==> src/dmacc_pkg.sv <==
// Shared constants, field layouts and carrier types of the DMA channel count and control block
`default_nettype none

package dmacc_pkg;

  // ==========================================================================
  // Sizes
  // ==========================================================================
  localparam int NUM_CH      = 4;              // Channels in the block
  localparam int NUM_EXT_CH  = 2;              // Channels with external request/ack pins
  localparam int CNT_W       = 16;             // Remaining count width
  localparam int ADDR_W      = 8;              // AXI address bits decoded

  // ==========================================================================
  // Register map (byte addresses)
  // ==========================================================================
  localparam logic [7:0] CH_STRIDE    = 8'h10;  // Bytes between channel blocks
  localparam logic [3:0] CNT_OFS      = 4'h0;   // Remaining transfer count
  localparam logic [3:0] CTRL_OFS     = 4'h4;   // Channel control
  localparam logic [1:0] MAP_HI_ZERO  = 2'h0;   // Address bits 7:6 of mapped space

  // ==========================================================================
  // Reset values and bus answers
  // ==========================================================================
  localparam logic [15:0] CTRL_RST    = 16'h0000; // Control after reset or standby
  localparam logic [15:0] CNT_ONE     = 16'h0001; // Count value of the last unit
  localparam logic [15:0] CNT_STEP    = 16'h0001; // Decrement per unit
  localparam logic [15:0] EXT_MASK    = 16'h00E0; // Ack phase, ack polarity, detect select
  localparam logic [1:0]  RESP_OKAY   = 2'h0;     // AXI OKAY
  localparam logic [1:0]  RESP_SLVERR = 2'h2;     // AXI SLVERR for unmapped

  // ==========================================================================
  // Address step modes
  // ==========================================================================
  localparam logic [1:0] STEP_FIXED   = 2'h0;
  localparam logic [1:0] STEP_INC     = 2'h1;
  localparam logic [1:0] STEP_DEC     = 2'h2;

  // Signed address deltas
  localparam logic signed [2:0] DELTA_ZERO = 3'sh0;
  localparam logic signed [2:0] DELTA_BYTE = 3'sh1;
  localparam logic signed [2:0] DELTA_WORD = 3'sh2;

  // ==========================================================================
  // Request source codes
  // ==========================================================================
  localparam logic [3:0] RS_EXT_DUAL   = 4'h0;
  localparam logic [3:0] RS_EXT_MEM2DEV = 4'h2;
  localparam logic [3:0] RS_EXT_DEV2MEM = 4'h3;
  localparam logic [3:0] RS_SER0_RX    = 4'h4;
  localparam logic [3:0] RS_SER0_TX    = 4'h5;
  localparam logic [3:0] RS_SER1_RX    = 4'h6;
  localparam logic [3:0] RS_SER1_TX    = 4'h7;
  localparam logic [3:0] RS_TMR0      = 4'h8;
  localparam logic [3:0] RS_TMR1      = 4'h9;
  localparam logic [3:0] RS_TMR2      = 4'hA;
  localparam logic [3:0] RS_TMR3      = 4'hB;
  localparam logic [3:0] RS_AUTO      = 4'hC;
  localparam logic [3:0] RS_ADC       = 4'hD;

  // ==========================================================================
  // Carrier types
  // ==========================================================================
  // Channel control register, bit 15 down to bit 0
  typedef struct packed {
    logic [1:0] dest_step_mode;         // 15:14
    logic [1:0] src_step_mode;          // 13:12
    logic [3:0] request_source_select;  // 11:8
    logic       ack_phase_select;       // 7
    logic       ack_polarity_select;    // 6
    logic       request_detect_select;  // 5
    logic       bus_mode_select;        // 4
    logic       unit_size_select;       // 3
    logic       irq_enable;             // 2
    logic       transfer_end_flag;      // 1
    logic       channel_go;             // 0
  } dmacc_ctrl_t;

  // On-chip peripheral request lines
  typedef struct packed {
    logic serial0_rx_full_req;
    logic serial0_tx_empty_req;
    logic serial1_rx_full_req;
    logic serial1_tx_empty_req;
    logic timer0_match_a_req;
    logic timer1_match_a_req;
    logic timer2_match_a_req;
    logic timer3_match_a_req;
    logic adc_done_req;
  } dmacc_periph_req_t;

  // Completed transfer unit report
  typedef struct packed {
    logic              done;      // One-cycle pulse
    logic [1:0]        channel;   // Channel that moved the unit
    logic signed [2:0] src_delta; // Source address step
    logic signed [2:0] dst_delta; // Destination address step
  } dmacc_unit_t;

  // Address delta from a step mode and the unit size
  function automatic logic signed [2:0] step_delta(input logic [1:0] mode,
                                                   input logic       word);
    logic signed [2:0] mag;
    mag = word ? DELTA_WORD : DELTA_BYTE;
    unique case (mode)
      STEP_INC: step_delta = mag;
      STEP_DEC: step_delta = -mag;
      default:  step_delta = DELTA_ZERO;
    endcase
  endfunction

endpackage

`default_nettype wire

==> src/dmacc_req_detect.sv <==
// Per-channel request source selection and external request detection
`default_nettype none

module dmacc_req_detect
  import dmacc_pkg::*;
#(
  parameter bit HAS_EXT = 1'b1                 // Channel owns an external request pin
) (
  input  wire logic              core_clk_i,
  input  wire logic              rst_i,
  input  wire dmacc_ctrl_t       ctrl_i,       // Channel control
  input  wire logic              ext_req_n_i,  // External request pin, active low
  input  wire dmacc_periph_req_t periph_i,     // On-chip requests
  input  wire logic              take_i,       // Unit started for this channel
  output logic                   req_o,        // Channel has a request
  output logic                   single_o      // Selected mode is single address
);

  // ==========================================================================
  // External pin edge detection
  // ==========================================================================
  logic pin_prev;   // Pin one cycle ago
  logic fall_seen;  // Falling edge waiting for service
  logic ext_req;    // External request as detected

  // Previous pin level
  always_ff @(posedge core_clk_i or posedge rst_i) begin
    if (rst_i) begin
      pin_prev <= 1'b1;
    end else begin
      pin_prev <= ext_req_n_i;
    end
  end

  // Falling edge latch; a new edge beats the clear
  always_ff @(posedge core_clk_i or posedge rst_i) begin
    if (rst_i) begin
      fall_seen <= 1'b0;
    end else if (pin_prev && !ext_req_n_i) begin
      fall_seen <= 1'b1;
    end else if (take_i) begin
      fall_seen <= 1'b0;
    end
  end

  // Level or edge, chosen by the detect bit
  always_comb begin
    if (!HAS_EXT) begin
      ext_req = 1'b0;
    end else if (ctrl_i.request_detect_select) begin
      ext_req = fall_seen;
    end else begin
      ext_req = !ext_req_n_i;
    end
  end

  // ==========================================================================
  // Request source select
  // ==========================================================================
  always_comb begin
    single_o = 1'b0;
    unique case (ctrl_i.request_source_select)
      RS_EXT_DUAL:    req_o = ext_req;
      RS_EXT_MEM2DEV: begin
        req_o    = ext_req;
        single_o = 1'b1;
      end
      RS_EXT_DEV2MEM: begin
        req_o    = ext_req;
        single_o = 1'b1;
      end
      RS_SER0_RX:     req_o = periph_i.serial0_rx_full_req;
      RS_SER0_TX:     req_o = periph_i.serial0_tx_empty_req;
      RS_SER1_RX:     req_o = periph_i.serial1_rx_full_req;
      RS_SER1_TX:     req_o = periph_i.serial1_tx_empty_req;
      RS_TMR0:        req_o = periph_i.timer0_match_a_req;
      RS_TMR1:        req_o = periph_i.timer1_match_a_req;
      RS_TMR2:        req_o = periph_i.timer2_match_a_req;
      RS_TMR3:        req_o = periph_i.timer3_match_a_req;
      RS_AUTO:        req_o = 1'b1;
      RS_ADC:         req_o = periph_i.adc_done_req;
      default:        req_o = 1'b0;                                       // Illegal codes
    endcase
  end

endmodule

`default_nettype wire

==> src/dmacc_top.sv <==
// DMA channel count and control: registers, request handling and unit sequencing
//
// How it works
// - Count 1 is one, 0 is 65536 transfers
// - Count register shows units still remaining
// - Count is not reset; software programs it
// - Control clears on reset and standby
// - End flag: write zero clears, one ignored
// - Ack and detect fields only on channels 0,1
// - Destination mode: fixed, increment, decrement, illegal
// - Step one for bytes, two for words
// - Destination mode ignored for memory-to-device single
// - Source mode: fixed, increment, decrement, illegal
// - Source mode ignored for device-to-memory single
// - Source select codes 0, 2, 3 external; code 1 illegal
// - Codes 4 to 13 on-chip or auto requests
// - External sources only on channels 0,1
// - Ack phase: read cycle or write cycle
// - Ack polarity: high when 0, low when 1
// - Detect bit chooses external request detection
// - Low level when 0, falling edge when 1
// - Size bit: byte or 16-bit word
// - End flag set when count reaches zero
//
// The implementer's own choices: the placing of the registers and the AXI4-Lite slave port.
`default_nettype none

module dmacc_top
  import dmacc_pkg::*;
(
  input  wire logic                  core_clk_i,
  input  wire logic                  rst_i,
  input  wire logic                  standby_i,
  // AXI4-Lite slave
  input  wire logic [ADDR_W-1:0]     s_axi_awaddr_i,
  input  wire logic                  s_axi_awvalid_i,
  output logic                       s_axi_awready_o,
  input  wire logic [31:0]           s_axi_wdata_i,
  input  wire logic [3:0]            s_axi_wstrb_i,
  input  wire logic                  s_axi_wvalid_i,
  output logic                       s_axi_wready_o,
  output logic [1:0]                 s_axi_bresp_o,
  output logic                       s_axi_bvalid_o,
  input  wire logic                  s_axi_bready_i,
  input  wire logic [ADDR_W-1:0]     s_axi_araddr_i,
  input  wire logic                  s_axi_arvalid_i,
  output logic                       s_axi_arready_o,
  output logic [31:0]                s_axi_rdata_o,
  output logic [1:0]                 s_axi_rresp_o,
  output logic                       s_axi_rvalid_o,
  input  wire logic                  s_axi_rready_i,
  // Requests and acknowledges
  input  wire logic [NUM_EXT_CH-1:0] ext_request_pin_n_i,
  output logic [NUM_EXT_CH-1:0]      ext_ack_pin_o,
  input  wire dmacc_periph_req_t     periph_req_i,
  // Completed unit report
  output dmacc_unit_t                unit_o
);

  // ==========================================================================
  // State
  // ==========================================================================
  typedef enum logic [1:0] {SEQ_IDLE, SEQ_READ, SEQ_WRITE} dmacc_seq_t;

  dmacc_ctrl_t      ctrl   [NUM_CH];   // Channel control registers
  logic [CNT_W-1:0] count  [NUM_CH];   // Remaining transfer counts
  logic [NUM_CH-1:0] chan_req;         // Per-channel request
  logic [NUM_CH-1:0] chan_single;      // Per-channel single-address mode
  logic [NUM_CH-1:0] chan_take;        // Unit started on channel
  logic [NUM_CH-1:0] chan_ready;       // Eligible to start a unit
  logic [NUM_CH-1:0] set_end;          // Last unit of a channel ends now
  dmacc_seq_t       seq;               // Unit sequencer state
  dmacc_seq_t       next_seq;
  logic [1:0]       cur_ch;            // Channel being served
  logic [1:0]       next_ch;
  logic             cur_single;        // Served unit is single address
  logic             next_single;
  logic             unit_end;          // Unit finishes this cycle

  // Write channel holding
  logic             aw_held;
  logic [ADDR_W-1:0] aw_addr;
  logic             w_held;
  logic [31:0]      w_data;
  logic [3:0]       w_strb;
  logic             wr_fire;           // Both halves present, response free
  logic             wr_hit_cnt;
  logic             wr_hit_ctrl;
  logic [1:0]       wr_ch;
  logic [15:0]      wr_val;            // Old value merged with new bytes

  // ==========================================================================
  // Request detection per channel
  // ==========================================================================
  genvar g;
  generate
    for (g = 0; g < NUM_CH; g++) begin : g_ch
      dmacc_req_detect #(
        .HAS_EXT (g < NUM_EXT_CH)
      ) u_det (
        .core_clk_i  (core_clk_i),
        .rst_i       (rst_i),
        .ctrl_i      (ctrl[g]),
        .ext_req_n_i ((g < NUM_EXT_CH) ? ext_request_pin_n_i[g % NUM_EXT_CH] : 1'b1),
        .periph_i    (periph_req_i),
        .take_i      (chan_take[g]),
        .req_o       (chan_req[g]),
        .single_o    (chan_single[g])
      );
      // Enabled, not ended and requesting
      assign chan_ready[g] = ctrl[g].channel_go && !ctrl[g].transfer_end_flag
                             && chan_req[g];
      // Count leaves one on the served channel: the end flag goes up
      assign set_end[g]    = unit_end && (cur_ch == 2'(g))
                             && (count[g] == CNT_ONE);
      assign chan_take[g]  = (seq == SEQ_IDLE) && (next_seq != SEQ_IDLE)
                             && (next_ch == 2'(g));
    end
  endgenerate

  // ==========================================================================
  // Unit sequencer
  // ==========================================================================
  assign unit_end = (seq == SEQ_WRITE);

  // Pick the lowest ready channel; dual address runs read then write
  always_comb begin
    next_seq    = seq;
    next_ch     = cur_ch;
    next_single = cur_single;
    unique case (seq)
      SEQ_IDLE: begin
        for (int i = NUM_CH - 1; i >= 0; i--) begin
          if (chan_ready[i] && !standby_i) begin
            next_ch     = 2'(i);
            next_single = chan_single[i];
            next_seq    = chan_single[i] ? SEQ_WRITE : SEQ_READ;
          end
        end
      end
      SEQ_READ:  next_seq = standby_i ? SEQ_IDLE : SEQ_WRITE;
      SEQ_WRITE: next_seq = SEQ_IDLE;
    endcase
  end

  // Sequencer registers
  always_ff @(posedge core_clk_i or posedge rst_i) begin
    if (rst_i) begin
      seq        <= SEQ_IDLE;
      cur_ch     <= 2'h0;
      cur_single <= 1'b0;
    end else begin
      seq        <= next_seq;
      cur_ch     <= next_ch;
      cur_single <= next_single;
    end
  end

  // Acknowledge pins follow the next phase of the served channel
  always_ff @(posedge core_clk_i or posedge rst_i) begin
    if (rst_i) begin
      ext_ack_pin_o <= '0;
    end else begin
      for (int i = 0; i < NUM_EXT_CH; i++) begin
        // Read or write phase per phase bit; single address acks in write
        ext_ack_pin_o[i] <= ctrl[i].ack_polarity_select ^ ((next_ch == 2'(i))
          && ((next_seq == SEQ_READ && !ctrl[i].ack_phase_select)
          || (next_seq == SEQ_WRITE && (next_single || ctrl[i].ack_phase_select))));
      end
    end
  end

  // Completed unit report with address steps
  always_ff @(posedge core_clk_i or posedge rst_i) begin
    if (rst_i) begin
      unit_o <= '0;
    end else begin
      unit_o.done    <= unit_end;
      unit_o.channel <= cur_ch;
      if (unit_end && !(cur_single &&
          ctrl[cur_ch].request_source_select == RS_EXT_MEM2DEV)) begin
        unit_o.dst_delta <= step_delta(ctrl[cur_ch].dest_step_mode,
                                       ctrl[cur_ch].unit_size_select);
      end else begin
        unit_o.dst_delta <= DELTA_ZERO;
      end
      if (unit_end && !(cur_single &&
          ctrl[cur_ch].request_source_select == RS_EXT_DEV2MEM)) begin
        unit_o.src_delta <= step_delta(ctrl[cur_ch].src_step_mode,
                                       ctrl[cur_ch].unit_size_select);
      end else begin
        unit_o.src_delta <= DELTA_ZERO;
      end
    end
  end

  // ==========================================================================
  // AXI4-Lite write path
  // ==========================================================================
  assign wr_fire     = aw_held && w_held && !s_axi_bvalid_o;
  assign wr_ch       = aw_addr[5:4];
  assign wr_hit_cnt  = (aw_addr[7:6] == MAP_HI_ZERO) && (aw_addr[3:0] == CNT_OFS);
  assign wr_hit_ctrl = (aw_addr[7:6] == MAP_HI_ZERO) && (aw_addr[3:0] == CTRL_OFS);

  // Merge written byte lanes into the addressed register
  always_comb begin
    logic [15:0] old;
    old    = wr_hit_cnt ? count[wr_ch] : ctrl[wr_ch];
    wr_val = old;
    if (w_strb[0]) begin
      wr_val[7:0] = w_data[7:0];
    end
    if (w_strb[1]) begin
      wr_val[15:8] = w_data[15:8];
    end
  end

  // Address and data are taken independently and held
  always_ff @(posedge core_clk_i or posedge rst_i) begin
    if (rst_i) begin
      aw_held <= 1'b0;
      aw_addr <= '0;
      w_held  <= 1'b0;
      w_data  <= '0;
      w_strb  <= '0;
    end else begin
      if (s_axi_awvalid_i && s_axi_awready_o) begin
        aw_held <= 1'b1;
        aw_addr <= s_axi_awaddr_i;
      end else if (wr_fire) begin
        aw_held <= 1'b0;
      end
      if (s_axi_wvalid_i && s_axi_wready_o) begin
        w_held <= 1'b1;
        w_data <= s_axi_wdata_i;
        w_strb <= s_axi_wstrb_i;
      end else if (wr_fire) begin
        w_held <= 1'b0;
      end
    end
  end

  // Ready while the holding slot is empty
  always_ff @(posedge core_clk_i or posedge rst_i) begin
    if (rst_i) begin
      s_axi_awready_o <= 1'b0;
      s_axi_wready_o  <= 1'b0;
    end else begin
      s_axi_awready_o <= !(aw_held || (s_axi_awvalid_i && s_axi_awready_o)) || wr_fire;
      s_axi_wready_o  <= !(w_held || (s_axi_wvalid_i && s_axi_wready_o)) || wr_fire;
    end
  end

  // Write response, error for unmapped addresses
  always_ff @(posedge core_clk_i or posedge rst_i) begin
    if (rst_i) begin
      s_axi_bvalid_o <= 1'b0;
      s_axi_bresp_o  <= RESP_OKAY;
    end else if (wr_fire) begin
      s_axi_bvalid_o <= 1'b1;
      s_axi_bresp_o  <= (wr_hit_cnt || wr_hit_ctrl) ? RESP_OKAY : RESP_SLVERR;
    end else if (s_axi_bready_i) begin
      s_axi_bvalid_o <= 1'b0;
    end
  end

  // ==========================================================================
  // Count and control registers
  // ==========================================================================
  // Count has no reset value; software loads it before enabling
  always_ff @(posedge core_clk_i) begin
    for (int i = 0; i < NUM_CH; i++) begin
      if (wr_fire && wr_hit_cnt && wr_ch == 2'(i)) begin
        count[i] <= wr_val;
      end else if (unit_end && cur_ch == 2'(i)) begin
        count[i] <= count[i] - CNT_STEP;
      end
    end
  end

  // Control: cleared by reset and standby, end flag set beats clear
  always_ff @(posedge core_clk_i or posedge rst_i) begin
    if (rst_i) begin
      for (int i = 0; i < NUM_CH; i++) begin
        ctrl[i] <= CTRL_RST;
      end
    end else begin
      for (int i = 0; i < NUM_CH; i++) begin
        if (standby_i) begin
          ctrl[i] <= CTRL_RST;
        end else if (wr_fire && wr_hit_ctrl && wr_ch == 2'(i)) begin
          ctrl[i] <= (i < NUM_EXT_CH) ? wr_val : (wr_val & ~EXT_MASK);
          ctrl[i].transfer_end_flag <= set_end[i] ||
            (ctrl[i].transfer_end_flag && wr_val[1]);
        end else if (set_end[i]) begin
          ctrl[i].transfer_end_flag <= 1'b1;
        end
      end
    end
  end

  // ==========================================================================
  // AXI4-Lite read path
  // ==========================================================================
  // Address ready: low from the take until the read answer is accepted
  always_ff @(posedge core_clk_i or posedge rst_i) begin
    if (rst_i) begin
      s_axi_arready_o <= 1'b0;
    end else if (s_axi_arvalid_i && s_axi_arready_o) begin
      s_axi_arready_o <= 1'b0;
    end else if (!s_axi_rvalid_o || s_axi_rready_i) begin
      s_axi_arready_o <= 1'b1;
    end
  end

  // Registered read data, zero above bit 15 and for unmapped addresses
  always_ff @(posedge core_clk_i or posedge rst_i) begin
    if (rst_i) begin
      s_axi_rvalid_o <= 1'b0;
      s_axi_rdata_o  <= '0;
      s_axi_rresp_o  <= RESP_OKAY;
    end else if (s_axi_arvalid_i && s_axi_arready_o) begin
      s_axi_rvalid_o <= 1'b1;
      if (s_axi_araddr_i[7:6] == MAP_HI_ZERO && s_axi_araddr_i[3:0] == CNT_OFS) begin
        s_axi_rdata_o <= {16'h0000, count[s_axi_araddr_i[5:4]]};
        s_axi_rresp_o <= RESP_OKAY;
      end else if (s_axi_araddr_i[7:6] == MAP_HI_ZERO
                   && s_axi_araddr_i[3:0] == CTRL_OFS) begin
        s_axi_rdata_o <= {16'h0000, 16'(ctrl[s_axi_araddr_i[5:4]])};
        s_axi_rresp_o <= RESP_OKAY;
      end else begin
        s_axi_rdata_o <= '0;
        s_axi_rresp_o <= RESP_SLVERR;
      end
    end else if (s_axi_rready_i) begin
      s_axi_rvalid_o <= 1'b0;
    end
  end

endmodule

`default_nettype wire
==> config.mk <==
export PLATFORM = sky130hd
export DESIGN_NAME = dmacc_top
export DESIGN_NICKNAME = d
export VERILOG_FILES = /design/src/dmacc_pkg.sv /design/src/dmacc_req_detect.sv /design/src/dmacc_top.sv
export SDC_FILE = /design/constraint.sdc
export NUM_CORES = 1
export LEC_CHECK = 0
export ABC_AREA = 1
export BUFFER_PORTS_ARGS = -buffer_cell sky130_fd_sc_hd__buf_2
export CAP_MARGIN = 10
export CORE_ASPECT_RATIO = 0.6
export CORE_MARGIN = 4
export CORE_UTILIZATION = 60
export CTS_BUF_LIST = sky130_fd_sc_hd__clkbuf_4 sky130_fd_sc_hd__clkbuf_8 sky130_fd_sc_hd__clkbuf_16
export DETAILED_ROUTE_END_ITERATION = 6
export GPL_ROUTABILITY_DRIVEN = 0
export PLACE_DENSITY = 0.81
export SETUP_SLACK_MARGIN = 0.05
export SLEW_MARGIN = 25
export SYNTH_ARGS = -nofsm -noshare
export SYNTH_HDL_FRONTEND = slang
export SYNTH_SLANG_ARGS = --single-unit
export TNS_END_PERCENT = 1
==> constraint.sdc <==
create_clock -name core_clk_i -period 11.3 [get_ports core_clk_i]
set_clock_uncertainty 0.2 [all_clocks]
set_input_delay 2.26 -clock core_clk_i [delete_from_list [all_inputs] [get_ports core_clk_i]]
set_output_delay 2.26 -clock core_clk_i [all_outputs]
set_load 0.02 [all_outputs]
After elaboration in Yosys (flattened, before gate mapping):

Memories as Yosys holds them, arrays and structs flattened.
Index checks and enable logic that the tools add are counted.

* magnitude comparators: 3
* add/sub/neg operators: 5
* reduce and logical (&&, ||, !) cells: 119
* muxes and demuxes: 109
* bitwise gates (word level): 9
* equality and inequality tests: 71

Operator list (number)
* $mux 16: 17
* $bmux 16 s2: 3
* $eq 4x4->1 const B: 24
* $eq 4x3->1 const B: 18
* $eq 16x1->1 const B: 4
* $sub 16x1->16 const B: 4
* $logic_and 1x1->1: 58
* $mux 1: 56
* $mux 14: 4
* $eq 4x2->1 const B: 10
* $mux 2: 18
* $reduce_bool 2->1: 12
* $pmux 1 s11: 2
* $pmux 1 s10: 2
* $eq 2x2->1 const B: 8
* $logic_not 4->1: 4
* $mux 8: 2
* $logic_not 1->1: 15
* $eq 2x1->1 const B: 7
* $logic_or 1x1->1: 14
* $logic_not 2->1: 6
* $pmux 3 s2: 2
* $reduce_bool 3->1: 4
* $ge 3x3->1 const B: 3
* 8 further kinds: 19

* register bits: 153
* memories kept: 1
* memory bits (writable): 64
* logic and storage cells: 386

Memories
* count: depth 4, width 16, rd ports 6, clocked after Yosys merged registers in 0, write ports 4, line dmacc_top.sv:66 `logic [CNT_W-1:0] count [NUM_CH];`

Longest topological paths before layout:

* depth in word-level cells: 14
* mapped depth: 18

Modules after synthesis:

A second synthesis with hierarchy kept.

* cell total of the unflattened synthesis: 1643
* area total of the unflattened synthesis: 12110.4 um2

By module, submodules not included
* dmacc_top: area each 11474.8 um2, cells each 1517, instances 1, sequential area each 5049.8 um2
* dmacc_req_detect at g_ch[0].u_det ...: area each 207.7 um2, cells each 38, instances 2, sequential area each 51.3 um2
* dmacc_req_detect at g_ch[2].u_det ...: area each 110.1 um2, cells each 25, instances 2, sequential area each 0.0 um2

Least setup slack after synthesis:

OpenSTA, ideal clock, no wires.

* path kind: input to register
* start point: input standby_i
* end point: register ext_ack_pin_o[0]
* library setup time: 116 ps
* required time: 10984 ps
* slack: 7484 ps
* cell stages on the path: 14
* arrival time: 3499 ps
* path buffers: 1
* cell sequence: clkbuf_1 nor3_1 nand3_1 nand3b_1 nand3_1 nand2_1 nand2_2 nand2_1 nand2_2 nand3_1 nand2_1 nand2_1 nand2_1 nand2_1

* word-level cells in the longest chain between the ends: 12

Ends and longest elaborated chain
* from (decl): line dmacc_top.sv:33 `input wire logic standby_i,`
* $logic_not 1->1: line dmacc_top.sv:134 `if (chan_ready[i] && !standby_i) begin`
* $logic_and 1x1->1: line dmacc_top.sv:134
* $mux 2 / $mux 1 (equally long branches) (4 in a row): line dmacc_top.sv:134
* $pmux 2 s3 / $mux 1 (equally long branches): line dmacc_top.sv:131 `unique case (seq)`
* $eq 2x1->1, or another cell as far along: line dmacc_top.sv:167 `&& ((next_seq == SEQ_READ && !ctrl[i].ack_phase_select)`
* $logic_and 1x1->1 (on tied branches): line dmacc_top.sv:167, dmacc_top.sv:168
* $logic_or 1x1->1: line dmacc_top.sv:168 `|| (next_seq == SEQ_WRITE && (next_single || ctrl[i].ack_phase_select))));`
* $logic_and 1x1->1 *: line dmacc_top.sv:167
* $xor 1x1->1 *: line dmacc_top.sv:166 `ext_ack_pin_o[i] <= ctrl[i].ack_polarity_select ^ ((next_ch == 2'(i))`
* to (signal, indexed assignment): line dmacc_top.sv:166
* to (decl): line dmacc_top.sv:54 `output logic [NUM_EXT_CH-1:0] ext_ack_pin_o,`

Every way passes the cells marked *; elsewhere a longest branch is shown, timed or not.
A chain may end at the register's enable or synchronous reset.

Final worst setup path:

* start point: input s_axi_araddr_i[4]
* end point: register s_axi_rdata_o[4]

* word-level cells in the longest chain between the ends: 6

Ends and longest elaborated chain
* from (decl): line dmacc_top.sv:45 `input wire logic [ADDR_W-1:0] s_axi_araddr_i,`
* $not 2->3 (not written as such): line dmacc_top.sv:329 `s_axi_rdata_o <= {16'h0000, 16'(ctrl[s_axi_araddr_i[5:4]])};`
* $bmux 16 s2: line dmacc_top.sv:329
* $mux 16 (not written as such) (2 in a row): line dmacc_top.sv:329
* $mux 16: line dmacc_top.sv:327 `end else if (s_axi_araddr_i[7:6] == MAP_HI_ZERO`
* $mux 16 *: line dmacc_top.sv:324 `if (s_axi_araddr_i[7:6] == MAP_HI_ZERO && s_axi_araddr_i[3:0] == CNT_OFS) begin`
* to (signal assigned): line dmacc_top.sv:325 `s_axi_rdata_o <= {16'h0000, count[s_axi_araddr_i[5:4]]};`
* to (signal assigned): line dmacc_top.sv:329
* to (decl): line dmacc_top.sv:48 `output logic [31:0] s_axi_rdata_o,`

Every way passes the cells marked *; elsewhere a longest branch is shown, timed or not. The select of a mux whose other input is x is not followed.

==> run summary <==
#FFs+latches synth: 193
Cell taking the most area after synthesis: dfrtp_1
Overall Global Routing Usage: 35.8%
Syn Std Cell Area: 12,000 µm²
Vias: 12,100
Drt wl/cell: 22.0 µm
Final hold vios: 0
Cts hold-fix bufs: 0
Most instantiated cells after synthesis: nand2_1 (348), inv_1 (140), o21ai_0 (133)
Floorplan row count: 39
CTS tree: built
Pwr Density: 271 nW/µm²
Max VDD drop: 0.000179 V
Worst setup path class: in2reg
CP endpoint kind: register
Die area: 22,500 µm²
Clock tree buffer depth: 2
Post-Route WL: 41.3 mm
# DRC: 75
Mapped Cells: 1,553
Worst reg2reg path startpoint: aw_addr[6]
Core Footprint: 19,400 µm²
Post-synth top area share: 26.4%
RSZ-0062 raised after global routing: no
Worst reg2reg setup slack: 8.06 ns
Outcome: finished with violations
Met2 Usage GRT: 44.2%
CTS resizes: 0
Worst Setup Slack, final: 6.71 ns
CP Max Fanout: 77
GRT busiest layer: met1
Failing checks: design-rule violations
Tmin final: 4.59 ns
M1 GR Usage: 52.0%
GRT overflow: 0
Max H-tree Level: 4
First-pass GRT wire length: 61.9 mm
Main flop type after synthesis: dfrtp_1
Nets: 1,689
DRT Pass-1 Iters: 7
Clock insertion delay at the later pin of the skew report: 0.46 ns
Fillcell total: 1,659
Ranking of synthesized cells by area: dfrtp_1 (26%), edfxtp_1 (16%), nand2_1 (11%), o21ai_0 (5.5%), inv_1 (4.4%)
Critical path origin: s_axi_araddr_i[4]
Clock tree sinks: 193
Post-DP HPWL: 30.0 mm
R2r worst-path depth: 9
Routed Antenna Nets: 0
Starting Density: 62.2%
Largest net degree at the start of global routing: 78
Worst min path class: reg2reg
Port bufs: 86
Worst-Margin Slew: 1.22 ns
CTS root buf: clkbuf_16
Vias/cell: 6.42
Crit path DAT: 4.73 ns
Hold path startpoint: cur_ch[1]
Die W: 191 µm
Synth warnings: 0
Vias in the first global route: 10,600
Syn Area/Cell: 7.76 µm²
Post-synthesis sequential area ratio: 42.8%
Final core occ: 67.5%
Hold path depth: 0
Max_cap viols: 0
CTS Buf Count: 17
Die extent in y: 118 µm
Startpoint Class: input pin
Post-CTS setup buffer count: 0
Period utilization: 40.6%
Fin Setup TNS: 0 ns
Met3 Use GR: 20.9%
Pre-CTS WS: 6.55 ns
Placed Area: 12,500 µm²
I/O Pins: 123
Antenna Cells: 0
Final Instance Area: 13,100 µm²
Reg clk slew, reported paths: 0.07 ns
LEAKAGE: 5.85 nW
WP data required: 11.44 ns
Synthesis-to-finish area growth: 8.56%
Distinct cell type count after synthesis: 63
Max Fclk: 218 MHz
Final setup viols: 0
Post-synth EDFFs: 64
Initial antenna violation count: 2
Cell with the most instances after synthesis: nand2_1
Async SR Flop Fraction: 66.8%
DRT iter0 DRCs: 2,371
Layout cells sized above 1: 15.1%
Count of pins over their slew limit: 0
Max-slew headroom: 18.0%
metal layers:
layer,up-vias,wire (µm)
met1,5475,16200
li1,5321,-
met2,1075,15300
met5,-,111
met3,184,8220
met4,8,1510
power breakdown:
part           total (mW)  leakage [nW]  internal [mW]  switching (mW)
sequential           1.25          2.21           1.03           0.223
clock               0.612         0.280          0.309           0.303
combinational        1.68          3.36          0.468            1.22
flip-flops by register name (all words and copies together), names as in the netlist:
name,cells
s_axi_bresp_o,1
s_axi_bvalid_o,1
w_data,16
g_ch.u_det.fall_seen,2
w_held,1
s_axi_awready_o,1
unit_o,9
s_axi_arready_o,1
s_axi_rresp_o,1
aw_addr,8
aw_held,1
count,64
cur_ch,2
w_strb,2
ext_ack_pin_o,2
s_axi_rdata_o,16
s_axi_wready_o,1
seq,2
s_axi_rvalid_o,1
g_ch.u_det.pin_prev,2
ctrl,58
cur_single,1
layout make-up:
class | instances | area (µm²) | share of cell area (%)
well taps | 266 | 333 | 2.55
flip-flops and latches | 193 | 5150 | 39.4
clock inverters | 13 | 114 | 0.871
inverters | 173 | 659 | 5.04
repair buffers | 91 | 468 | 3.58
clock buffers | 19 | 464 | 3.55
multi-input cells | 1125 | 5890 | 45.0
layout by cell type, fill, tap and decap left out, types with 9 or more instances in the layout:
cell type    n
o22ai_1     47
nand3_1     74
edfxtp_1    64
a22oi_1      9
nor2_2      18
clkbuf_16   18
xor2_1      31
a31oi_1     10
inv_2       28
o21ai_2     10
o21ai_1     70
o21ai_0    132
ha_1        17
nand4_1     10
mux2_2      16
a21oi_1    104
dfrtp_1    127
inv_1      139
conb_1      18
buf_2       86
nand2_1    347
nor3_1      12
nor2_1     107
nand2_2     16
per-stage QoR:
step           instances  power [mW]  hold slack [ns]
4_1_cts             1880        3.42            0.235
3_3_place_gp        1848        2.76            0.215
5_1_grt             1880        3.68            0.251
3_5_place_dp        1848        2.81            0.218
2_1_floorplan       1570        2.28            0.194
6_report            1880        3.54            0.233
path summary, 6_finish.rpt:
path,end
worst max-delay path,s_axi_rdata_o[4]
worst min-delay path,unit_o[7]
worst max register to register,count[3][9]
worst min register to register,unit_o[7]
max in group asynchronous,s_axi_rvalid_o
min in group asynchronous,g_ch[1].u_det.fall_seen
cell families (layout without fill, tap and decap cells):
| logic type | after synthesis | after routing | synth area share, % |
|---|---|---|---|
| AO/OA/AOI/OAI | 422 | 422 | 20.0 |
| multiplexers | 16 | 16 | 1.50 |
| buffers and inverters | 252 | 296 | 8.96 |
| other | 1 | 18 | 0.0311 |
| AND/OR/NAND/NOR | 619 | 619 | 22.6 |
| XOR/XNOR | 33 | 33 | 2.40 |
| adder cells (fa/ha/maj) | 17 | 17 | 1.77 |
| flip-flops | 193 | 193 | 42.8 |
worst max-delay path, stage by stage:
cell and delay, ns:
buf_2 0.09, buf_4 0.61, inv_2 0.54, o21ai_0 0.69
nand2_1 0.23, a21oi_1 0.18, a21oi_1 0.09
Note: power is estimated with default switching activity, not from simulation.
